`config.mk`:
```
export PLATFORM = sky130hd
export DESIGN_NAME = obb_bridge
export DESIGN_NICKNAME = d
export VERILOG_FILES = /design/src/obb_pkg.sv /design/src/obb_stage.sv /design/src/obb_bridge.sv
export VERILOG_INCLUDE_DIRS = /design/src
export SDC_FILE = /design/constraint.sdc
export NUM_CORES = 1
export LEC_CHECK = 0
export ABC_AREA = 0
export BUFFER_PORTS_ARGS = -buffer_cell sky130_fd_sc_hd__buf_2
export CORE_AREA = 2 2 175 177
export DETAILED_ROUTE_END_ITERATION = 8
export DIE_AREA = 0 0 177 179
export PLACE_DENSITY_LB_ADDON = 0.3
export SYNTH_ARGS = -nofsm -noshare
export SYNTH_HDL_FRONTEND = slang
export SYNTH_HIERARCHICAL = 1
export SYNTH_SLANG_ARGS = --single-unit
```
`constraint.sdc`:
```
create_clock -name clk_in -period 4.95 [get_ports clk_in]
set_input_delay 0.2475 -clock clk_in [delete_from_list [all_inputs] [get_ports clk_in]]
set_output_delay 0.2475 -clock clk_in [all_outputs]
set_load 0.1 [all_outputs]
```
`src/obb_params.svh`:
```
// Constants for the ordering buffer bridge: widths, field positions, codes.
// Assumes inclusion by bare name from the package and the design files.
`ifndef OBB_PARAMS_SVH
`define OBB_PARAMS_SVH
`define OBB_ID_W        4
`define OBB_ADDR_W      32
`define OBB_DATA_W      32
`define OBB_LEN_W       8
`define OBB_AWU_W       4
`define OBB_WU_W        2
`define OBB_BU_W        2
`define OBB_ARU_W       4
`define OBB_RU_W        2
`define OBB_CACHE_BUF   0
`define OBB_OVL_LSB     12
`define OBB_LOCK_LEGACY 2'h2
`define OBB_LOCK_EXCL   2'h1
`define OBB_RESP_OKAY   2'h0
`endif

```
`src/obb_pkg.sv`:
```
// Types for the ordering buffer bridge: channel carriers and state encodings.
// Assumes obb_params.svh is on the include path.
`default_nettype none
`include "obb_params.svh"
package obb_pkg;
    typedef struct packed {
        logic [`OBB_ID_W-1:0]   id;
        logic [`OBB_ADDR_W-1:0] addr;
        logic [`OBB_LEN_W-1:0]  len;
        logic [2:0]             size;
        logic [1:0]             burst;
        logic [3:0]             cache;
        logic [2:0]             prot;
        logic [`OBB_AWU_W-1:0]  user;
    } obb_aw_t;
    typedef struct packed {
        logic [`OBB_ID_W-1:0]   id;
        logic [`OBB_ADDR_W-1:0] addr;
        logic [`OBB_LEN_W-1:0]  len;
        logic [2:0]             size;
        logic [1:0]             burst;
        logic [3:0]             cache;
        logic [2:0]             prot;
        logic [`OBB_ARU_W-1:0]  user;
    } obb_ar_t;
    typedef struct packed {
        logic [`OBB_DATA_W-1:0]   data;
        logic [`OBB_DATA_W/8-1:0] strb;
        logic                     last;
        logic [`OBB_WU_W-1:0]     user;
    } obb_w_t;
    typedef struct packed {
        logic [`OBB_ID_W-1:0] id;
        logic [1:0]           resp;
        logic [`OBB_BU_W-1:0] user;
    } obb_b_t;
    typedef struct packed {
        logic [`OBB_ID_W-1:0]   id;
        logic [`OBB_DATA_W-1:0] data;
        logic [1:0]             resp;
        logic                   last;
        logic [`OBB_RU_W-1:0]   user;
    } obb_r_t;
    typedef enum logic [4:0] {
        W_IDLE = 5'h01,
        W_ADDR = 5'h02,
        W_DATA = 5'h04,
        W_RESP = 5'h08,
        W_BUP  = 5'h10
    } obb_wst_t;
    typedef enum logic [2:0] {
        R_IDLE = 3'h1,
        R_ADDR = 3'h2,
        R_DATA = 3'h4
    } obb_rst_t;
endpackage
`default_nettype wire

```
`src/obb_stage.sv`:
```
// One-entry registered stage with valid/ready on both sides.
// Assumes same clock on both sides; holds whole beats, never splits them.
`timescale 1ns/1ps
`default_nettype none
module obb_stage #(
    parameter int W = 8
) (
    input  wire logic         clk_in,
    input  wire logic         sys_rst_in,
    input  wire logic         ce_in,
    input  wire logic [W-1:0] in_data_in,
    input  wire logic         in_valid_in,
    output logic              in_ready_out,
    output logic [W-1:0]      out_data_out,
    output logic              out_valid_out,
    input  wire logic         out_ready_in
);
    typedef struct packed {
        logic         full;
        logic [W-1:0] data;
    } obb_stg_t;
    obb_stg_t st;
    obb_stg_t next_st;

    // Accept when empty or draining this cycle
    assign in_ready_out  = ce_in && (!st.full || out_ready_in);
    assign out_valid_out = ce_in && st.full;
    assign out_data_out  = st.data;

    // Next state
    always_comb begin
        next_st = st;
        if (out_valid_out && out_ready_in) begin
            next_st.full = 1'b0;
        end
        if (in_valid_in && in_ready_out) begin
            next_st.full = 1'b1;
            next_st.data = in_data_in;
        end
    end

    // State register, frozen while clock enable is low
    always_ff @(posedge clk_in or posedge sys_rst_in) begin
        if (sys_rst_in) begin
            st <= '0;
        end else if (ce_in) begin
            st <= next_st;
        end
    end
endmodule
`default_nettype wire

```
`src/obb_bridge.sv`:
```
// Ordering buffer bridge: upstream slave port, downstream master port.
// Assumes upstream and downstream share clk_in; one write and one read
// in flight, early write response for bufferable writes.
`timescale 1ns/1ps
`default_nettype none
`include "obb_params.svh"
module obb_bridge
    import obb_pkg::*;
(
    input  wire logic       clk_in,
    input  wire logic       sys_rst_in,
    input  wire logic       ce_in,
    input  wire obb_aw_t    s_aw_in,
    input  wire logic [1:0] s_aw_lock_in,
    input  wire logic       s_aw_valid_in,
    output logic            s_aw_ready_out,
    input  wire obb_w_t     s_w_in,
    input  wire logic       s_w_valid_in,
    output logic            s_w_ready_out,
    output obb_b_t          s_b_out,
    output logic            s_b_valid_out,
    input  wire logic       s_b_ready_in,
    input  wire obb_ar_t    s_ar_in,
    input  wire logic [1:0] s_ar_lock_in,
    input  wire logic       s_ar_valid_in,
    output logic            s_ar_ready_out,
    output obb_r_t          s_r_out,
    output logic            s_r_valid_out,
    input  wire logic       s_r_ready_in,
    output obb_aw_t         m_aw_out,
    output logic            m_aw_lock_out,
    output logic            m_aw_valid_out,
    input  wire logic       m_aw_ready_in,
    output obb_w_t          m_w_out,
    output logic            m_w_valid_out,
    input  wire logic       m_w_ready_in,
    input  wire obb_b_t     m_b_in,
    input  wire logic       m_b_valid_in,
    output logic            m_b_ready_out,
    output obb_ar_t         m_ar_out,
    output logic            m_ar_lock_out,
    output logic            m_ar_valid_out,
    input  wire logic       m_ar_ready_in,
    input  wire obb_r_t     m_r_in,
    input  wire logic       m_r_valid_in,
    output logic            m_r_ready_out,
    input  wire logic       conv_clr_in,
    output logic            conv_flag_out
);
    typedef struct packed {
        obb_wst_t   wst;
        obb_rst_t   rst;
        obb_aw_t    aw;
        logic       aw_lock;
        obb_ar_t    ar;
        logic       ar_lock;
        logic       early;
        obb_b_t     b;
        logic       conv;
    } obb_st_t;

    localparam obb_st_t ST_RST = '{wst: W_IDLE, rst: R_IDLE, default: '0};

    obb_st_t st;
    obb_st_t next_st;
    logic    aw_fire;
    logic    w_fire;
    logic    b_up_fire;
    logic    b_dn_fire;
    logic    ar_fire;
    logic    r_up_fire;
    logic    rd_hazard;
    logic    wq_in_ready;
    logic    rq_in_ready;

    // Legacy two-bit lock to one-bit lock; 10 and reserved 11 go normal
    function automatic logic lock_conv(input logic [1:0] l);
        return l == `OBB_LOCK_EXCL;
    endfunction

    // Conservative overlap: same 4 KB granule, also covers same slave
    function automatic logic overlap(input logic [`OBB_ADDR_W-1:0] a,
                                     input logic [`OBB_ADDR_W-1:0] b);
        return a[`OBB_ADDR_W-1:`OBB_OVL_LSB] == b[`OBB_ADDR_W-1:`OBB_OVL_LSB];
    endfunction

    // Read held off while an overlapping write is in flight, until it is back in W_IDLE
    assign rd_hazard = st.wst != W_IDLE && overlap(s_ar_in.addr, st.aw.addr);

    // Upstream handshakes; one write at a time keeps same-ID order
    assign s_aw_ready_out = ce_in && st.wst == W_IDLE;
    assign s_ar_ready_out = ce_in && st.rst == R_IDLE && !rd_hazard;
    assign s_w_ready_out  = wq_in_ready && st.wst == W_DATA;
    assign s_b_valid_out  = ce_in && st.wst == W_BUP;
    assign s_b_out        = st.b;
    assign aw_fire        = s_aw_valid_in && s_aw_ready_out;
    assign ar_fire        = s_ar_valid_in && s_ar_ready_out;
    assign w_fire         = s_w_valid_in && s_w_ready_out;
    assign b_up_fire      = s_b_valid_out && s_b_ready_in;
    assign r_up_fire      = s_r_valid_out && s_r_ready_in;

    // Downstream address channels straight from held state
    assign m_aw_out       = st.aw;
    assign m_aw_lock_out  = st.aw_lock;
    assign m_aw_valid_out = ce_in && st.wst == W_ADDR;
    assign m_ar_out       = st.ar;
    assign m_ar_lock_out  = st.ar_lock;
    assign m_ar_valid_out = ce_in && st.rst == R_ADDR;
    assign m_b_ready_out  = ce_in && st.wst == W_RESP;
    assign b_dn_fire      = m_b_valid_in && m_b_ready_out;
    assign m_r_ready_out  = rq_in_ready && st.rst == R_DATA;
    assign conv_flag_out  = st.conv;

    // Write data stage: whole beats, strobes untouched
    obb_stage #(.W($bits(obb_w_t))) u_wq (
        .clk_in        (clk_in),
        .sys_rst_in    (sys_rst_in),
        .ce_in         (ce_in),
        .in_data_in    (s_w_in),
        .in_valid_in   (s_w_valid_in && st.wst == W_DATA),
        .in_ready_out  (wq_in_ready),
        .out_data_out  (m_w_out),
        .out_valid_out (m_w_valid_out),
        .out_ready_in  (m_w_ready_in)
    );

    // Read data stage back to upstream
    obb_stage #(.W($bits(obb_r_t))) u_rq (
        .clk_in        (clk_in),
        .sys_rst_in    (sys_rst_in),
        .ce_in         (ce_in),
        .in_data_in    (m_r_in),
        .in_valid_in   (m_r_valid_in && st.rst == R_DATA),
        .in_ready_out  (rq_in_ready),
        .out_data_out  (s_r_out),
        .out_valid_out (s_r_valid_out),
        .out_ready_in  (s_r_ready_in)
    );

    // Next state for both directions and the conversion flag
    always_comb begin
        next_st = st;
        case (st.wst)
            W_IDLE: begin
                if (aw_fire) begin
                    next_st.aw      = s_aw_in;
                    next_st.aw_lock = lock_conv(s_aw_lock_in);
                    next_st.wst     = W_ADDR;
                end
            end
            W_ADDR: begin
                if (m_aw_valid_out && m_aw_ready_in) begin
                    next_st.wst = W_DATA;
                end
            end
            W_DATA: begin
                if (w_fire && s_w_in.last) begin
                    next_st.early = st.aw.cache[`OBB_CACHE_BUF];
                    if (st.aw.cache[`OBB_CACHE_BUF]) begin
                        next_st.b   = '{id: st.aw.id, resp: `OBB_RESP_OKAY, user: '0};
                        next_st.wst = W_BUP;
                    end else begin
                        next_st.wst = W_RESP;
                    end
                end
            end
            W_RESP: begin
                if (b_dn_fire) begin
                    next_st.b   = m_b_in;
                    next_st.wst = st.early ? W_IDLE : W_BUP;
                end
            end
            W_BUP: begin
                if (b_up_fire) begin
                    // Early answer still waits for the slave before next write
                    next_st.wst = st.early ? W_RESP : W_IDLE;
                end
            end
            default: begin
                next_st.wst = W_IDLE;
            end
        endcase
        case (st.rst)
            R_IDLE: begin
                if (ar_fire) begin
                    next_st.ar      = s_ar_in;
                    next_st.ar_lock = lock_conv(s_ar_lock_in);
                    next_st.rst     = R_ADDR;
                end
            end
            R_ADDR: begin
                if (m_ar_valid_out && m_ar_ready_in) begin
                    next_st.rst = R_DATA;
                end
            end
            R_DATA: begin
                if (r_up_fire && s_r_out.last) begin
                    next_st.rst = R_IDLE;
                end
            end
            default: begin
                next_st.rst = R_IDLE;
            end
        endcase
        // Sticky flag; a new conversion wins over a clear
        if (conv_clr_in) begin
            next_st.conv = 1'b0;
        end
        if ((aw_fire && s_aw_lock_in == `OBB_LOCK_LEGACY) ||
            (ar_fire && s_ar_lock_in == `OBB_LOCK_LEGACY)) begin
            next_st.conv = 1'b1;
        end
    end

    // State register, frozen while clock enable is low
    always_ff @(posedge clk_in or posedge sys_rst_in) begin
        if (sys_rst_in) begin
            st <= ST_RST;
        end else if (ce_in) begin
            st <= next_st;
        end
    end
endmodule
`default_nettype wire

```
==> summary.txt, run 1 <==
Route
  – DRT antenna net count: 0
  – Via Count: 7,337
  – Vias/cell: 4.39
  – Drt wl/cell: 16.8 um
  – Drt total wl: 28.0 mm
  – Drt initial violations: 341
  – DRC viols: 0
  – Drt first pass iters: 4

Logic synthesis
  – Post-Synthesis Cell Area: 10,700 um2
  – Syn Nets: 1,029
  – Top_reg_cell synth: dfrtp_1
  – Area share of the largest cell type after synthesis: 0.513
  – Area contributors post-synth: dfrtp_1, buf_4, mux2_2, mux2_4, mux2_1
  – Synth unique cells: 43
  – Mean area per synthesized cell: 13.4 um2
  – Yosys warns: 6
  – Async SR Flop Fraction: 1.00
  – Synth Register Bits: 222
  – Gate Count Post-Synth: 803
  – Post-synth top area cell: dfrtp_1
  – Sequential share of the synthesized area: 0.518
  – EDFF count, synth: 0

Run
  – Max-cap violations: 0

Finish
  – Multi-input logic area: 3340 um2
  – Area Growth Syn to Fin: 37.0%
  – Share of layout cells above drive strength 1: 0.508
  – FILL cells: 2,608
  – Design area: 14,700 um2
  – FF+latch area: 5560 um2
  – Nets: 1,484

Clock tree
  – Clock slew at reported path FFs: 0.06 ns
  – Hold_buf cts: 213
  – Sink Count: 222
  – Root buf cell: clkbuf_16
  – CTS Buffer Depth: 3
  – Total CTS buffers: 26
  – H-tree depth: 1
  – Clk_lat worst skew: 0.53 ns
  – Post-CTS Setup Bufs: 0
  – Cts repair resizes: 0
  – TritonCTS clock tree: built

Placement
  – Gpl congestion: 0.739
  – DP HPWL: 19.1 mm
  – Placement Cell Area: 11,700 um2
  – Input/output buffers: 446

Worst hold path
  – Hold WC Path Type: input pin to flop

Worst setup path
  – Critical Path RT: 4.70 ns
  – Bufs and invs on worst path: 1
  – Largest stage delay on the critical path: 0.73 ns
  – Critical path launch point type: flop
  – Number of cells on the critical path: 5
  – Worst Setup SP: m_aw_out[53]$_DFFE_PP0P_
  – Arrival time worst endpoint: 2.55 ns
  – CP Class: flop to output port
  – R2r setup slk: 2.41 ns
  – R2r startpoint: st[137]$_DFFE_PP0P_
  – CP endpoint: s_ar_ready_out
  – CP Cell Sequence: xnor2_1 -> nand4_1 -> nor4_1 -> a21oi_1 -> buf_2
  – CP max stage cell: nor4_1
  – FF-to-FF path depth: 4
  – Crit. End Element: output port
  – Crit-path max FO: 3
  – End of the worst register-to-register path: m_aw_out[22]$_DFFE_PP0P_
  – CP delay by family, top: simple AND/OR/NAND/NOR gates

Timing
  – Final count of pins violating max slew: 0
  – RSZ-0062 raised after global routing: no
  – Clock period minus worst slack: 2.79 ns
  – Final hold vios: 0
  – Setup TNS Final: 0 ns
  – Tcrit/Tclk final: 0.565
  – FMAX: 0.358 GHz
  – Normalized max-slew margin: 0.320
  – Worst Tran Pin Value: 1.02 ns
  – Final setup skew: 0.00690 ns
  – Endpoints failing setup: 0

Global routing
  – Pin count of the biggest net entering global routing: 96
  – First-pass GRT wire length: 41.8 mm
  – Vias in the first global route: 7,850
  – Global route total overflow: 0
  – Initial antenna violation count: 3
  – Gr usage total: 0.168

Die
  – Top Ports: 447
  – Total die area: 31,700 um2
  – Core box area: 30,000 um2
  – Chip Height: 179 um
  – Initial Util: 0.358
  – # rows: 64
  – Die width: 177 um

Status
  – Status: finished clean
## how the worst min path moves through the flow
stage                                             endpoint             from  cells past startpoint  slack [ns]
final                            conv_flag_out$_DFFE_PP0P_      conv_clr_in                      3        0.03
after global routing             m_aw_lock_out$_DFFE_PP0P_  s_aw_lock_in[1]                      3        0.03
after CTS                        conv_flag_out$_DFFE_PP0P_      conv_clr_in                      3       0.004
after detailed placement  u_wq/out_data_out[3]$_DFFE_PP0P_       sys_rst_in                      3        0.46
after global placement    u_wq/out_data_out[3]$_DFFE_PP0P_       sys_rst_in                      3        0.46
after floorplan                        st[137]$_DFFE_PP0P_    m_aw_ready_in                      1        0.38
## layout by cell type (no fill, tap or decap), drive strengths merged, types with 5 or more instances in the layout
| cell | count |
|---|---|
| nand2b | 5 |
| dfrtp | 220 |
| inv | 11 |
| o21ai | 7 |
| dlygate4sd3 | 213 |
| nand4 | 7 |
| xnor2 | 20 |
| a31oi | 5 |
| clkbuf | 39 |
| nor2 | 13 |
| and2 | 5 |
| nand3 | 9 |
| nand2 | 16 |
| buf | 451 |
| and3 | 6 |
| mux2 | 204 |
## cells in the mapped netlist (4+ instances only)
cell,number
nand4_1,7
nor2_1,13
and3_1,5
clkbuf_1,6
buf_6,9
buf_4,208
buf_12,4
mux2_1,57
and2_1,4
nand2_1,16
inv_1,11
o21ai_0,7
buf_2,9
a22o_1,4
mux2_2,97
nand3_1,9
dfrtp_1,220
xnor2_1,20
nand2b_1,5
mux2_4,50
a31oi_1,5
## area by class of cell
type,count,share of cell area
flip-flops and latches,222,0.378
repair buffers,664,0.299
multi-input cells,333,0.227
clock buffers,39,0.0531
well taps,396,0.0337
clock inverters,6,0.00570
inverters,11,0.00315
diodes,2,0.000340
## per-layer routing
layer / part of all wire / GRT usage / vias to the layer above
met2: 0.51 / 0.307 / 320
li1: - / - / 3428
met3: 0.089 / 0.0509 / 52
met1: 0.38 / 0.187 / 3535
met4: 0.024 / 0.0506 / 2
met5: 0.00046 / 0 / -
## worst register-to-register path, delay by kind of cell, from the launching register on
family / cells / cell delay (ns)
AND/OR/NAND/NOR: 3 / 1.28
multiplexers: 1 / 0.64
flip-flops: 1 / 0.49
## cells by family (layout without fill, tap and decap cells)
group / after synthesis / count (layout) / synth area share
AND/OR/NAND/NOR: 78 / 78 / 0.0408
flip-flops: 222 / 222 / 0.518
buffers and inverters: 248 / 720 / 0.173
multiplexers: 205 / 205 / 0.232
other: 0 / 2 / 0
XOR/XNOR: 20 / 20 / 0.0163
AO/OA/AOI/OAI: 30 / 30 / 0.0199
## state kept, by name, indices dropped and copies added, names as in the netlist, 8 cells and up
signal / count
m_ar_out: 60
m_aw_out: 60
u_rq/out_data_out: 41
u_wq/out_data_out: 39
st: 9
s_b_out: 8
## metrics by stage
step / std cells / hold slack [ns] / setup slack [ns] / utilization
after global placement: 1413 / 0.458 / 2.32 / 0.390
final: 1673 / 0.0331 / 2.16 / 0.490
after detailed placement: 1413 / 0.463 / 2.32 / 0.390
after CTS: 1671 / 0.00448 / 2.01 / 0.490
after floorplan: 803 / 0.380 / 0.953 / -
after global routing: 1673 / 0.0257 / 1.97 / 0.490
Power of run 1 is left out: the tool's default activity adds up to more than one toggle a clock period on the data nets, which glitch-free logic cannot reach.
==> run 2, diff against run 1 <==
CORE_AREA = 2 2 174 176   (was 2 2 175 177)
DIE_AREA = 0 0 176 178   (was 0 0 177 179)
clock period = 2.2 ns   (was 4.95 ns; I/O delays follow)
==> run 2 against run 1 <==
Against the previous run:
- wire length increased by 4.8%
- critical path depth stayed put
- register-to-register slack got worse by 2.4 ns
- via count up 2.6%
- final cell count is 2.3% higher
- sequential share of layout area is 1.6 points lower
- setup slack got worse by 2.1 ns
- first-iteration DRC count is 3.8% lower
- clock-buffer cell count grew 1
- die area decreased by 1.1%
- critical path type is now flop to flop
- critical endpoint is now st[139]$_DFFE_PP0P_
- largest cell class unchanged
==> summary.txt, run 2 (synthesized netlist as in run 1, its figures left out) <==
Status
  – Status: finished clean

Clock tree
  – Clk_lat worst skew: 0.52 ns
  – Total CTS buffers: 26
  – Clock slew at reported path FFs: 0.06 ns
  – Root buf cell: clkbuf_16
  – H-tree depth: 1
  – TritonCTS clock tree: built
  – CTS Buffer Depth: 3
  – Sink Count: 222

Die
  – Top Ports: 447
  – Initial Util: 0.365
  – # rows: 63
  – Die width: 176 um
  – Total die area: 31,300 um2
  – Chip Height: 178 um
  – Core box area: 29,400 um2

Worst setup path
  – Critical path launch point type: flop
  – Crit-path max FO: 7
  – R2r startpoint: st[135]$_DFFE_PP1P_
  – Critical Path RT: 2.60 ns
  – Arrival time worst endpoint: 2.55 ns
  – CP Class: flop to flop
  – Crit. End Element: flop
  – Worst Setup SP: st[135]$_DFFE_PP1P_

Global routing
  – First-pass GRT wire length: 43.8 mm
  – Vias in the first global route: 8,145
  – Global route total overflow: 0
  – Initial antenna violation count: 3
  – Gr usage total: 0.177
  – Pin count of the biggest net entering global routing: 72

Finish
  – Share of layout cells above drive strength 1: 0.531
  – Design area: 15,400 um2
  – Area Growth Syn to Fin: 43.2%
  – Most common cell after layout, fill and taps aside: buf_2
  – Nets: 1,525
  – Fin util: 0.523
  – Most frequent cells in the layout: buf_2, dfrtp_1, dlygate4sd3_1, mux2_2, mux2_1

Timing
  – RSZ-0062 raised after global routing: yes
  – Final hold vios: 0
  – Final count of pins violating max slew: 0
  – Clock period minus worst slack: 2.15 ns
  – Normalized max-slew margin: 0.597
  – Setup TNS Final: 0 ns
  – Tcrit/Tclk final: 0.976
  – Worst Tran Pin Value: 0.604 ns
  – FMAX: 0.466 GHz
  – Final setup skew: 0.00767 ns
  – Endpoints failing setup: 0

Placement
  – Input/output buffers: 446
  – Placement Cell Area: 12,000 um2
  – Gpl congestion: 0.780
  – DP HPWL: 20.1 mm

Route
  – Top Layer Used: met4
  – Drt wl/cell: 17.2 um
  – DRT antenna net count: 0
  – DRC viols: 0
  – Drt total wl: 29.4 mm
  – Drt initial violations: 328
  – Met1 wire length: 11.5 mm
  – Drt first pass iters: 7
  – Via Count: 7,530
  – Met2 routed WL: 14.8 mm
  – Vias/cell: 4.40
  – Wire length on met3: 2.38 mm

Worst hold path
  – Hold WC Path Type: input pin to flop
  – Hold path start: ce_in

Run
  – Max-cap violations: 0
[run 2: final timing paths]
check / endpoint / slack, ns / cells after the start
worst max register to register: st[139]$_DFFE_PP0P_ / 0.05 / 5
worst min register to register: m_ar_out[12]$_DFFE_PP0P_ / 0.48 / 1
max in group asynchronous: u_rq/out_data_out[17]$_DFFE_PP0P_ / 1.46 / 4
worst max-delay path: st[139]$_DFFE_PP0P_ / 0.05 / 5
min in group asynchronous: u_wq/out_data_out[37]$_DFFE_PP0P_ / 0.09 / 3
worst min-delay path: u_rq/st[41]$_DFFE_PP0P_ / 0.06 / 3
[run 2: routing by layer]
| layer | track usage | vias up |
|---|---|---|
| li1 | - | 3510 |
| met1 | 0.207 | 3625 |
| met2 | 0.317 | 336 |
| met3 | 0.0520 | 59 |
| met4 | 0.0499 | 0 |
| met5 | 0 | - |
[run 2: critical path: stages, from the launching register on]
cell and delay, ns:
dfstp_2 0.37, buf_4 0.16, or4_1 0.57, o31ai_2 0.34
or4_4 0.24, mux2_2 0.34
[run 2: timing repair]
action | CTS | global route
setup buffers | 1 | 7
pin swaps | 1 | 13
hold buffers | 220 | 0
endpoints found under the setup margin | 68 | 71
resized for setup | 10 | 18
endpoints found under the hold margin | 437 | 0
gates cloned | 0 | 1
[run 2: final cells by class]
class                      count  area, um2
fill                        2445      14000
clock inverter                 8        146
inverter                      11       45.0
timing repair buffer         705       4880
clock buffer                  40        805
antenna                        3       7.51
tap                          390        488
sequential                   222       5560
multi-input combinational    333       3440
[run 2: through the flow]
step,cells,hold slack (ns),setup WS [ns]
6_report,1712,0.0646,0.0520
4_1_cts,1701,0.0187,-0.0261
5_1_grt,1712,0.0692,-0.0199
2_1_floorplan,803,0.243,-0.103
3_5_place_dp,1432,0.0288,-0.0614
3_3_place_gp,1432,0.0339,0.00511
Power of run 2 is left out for the same reason.
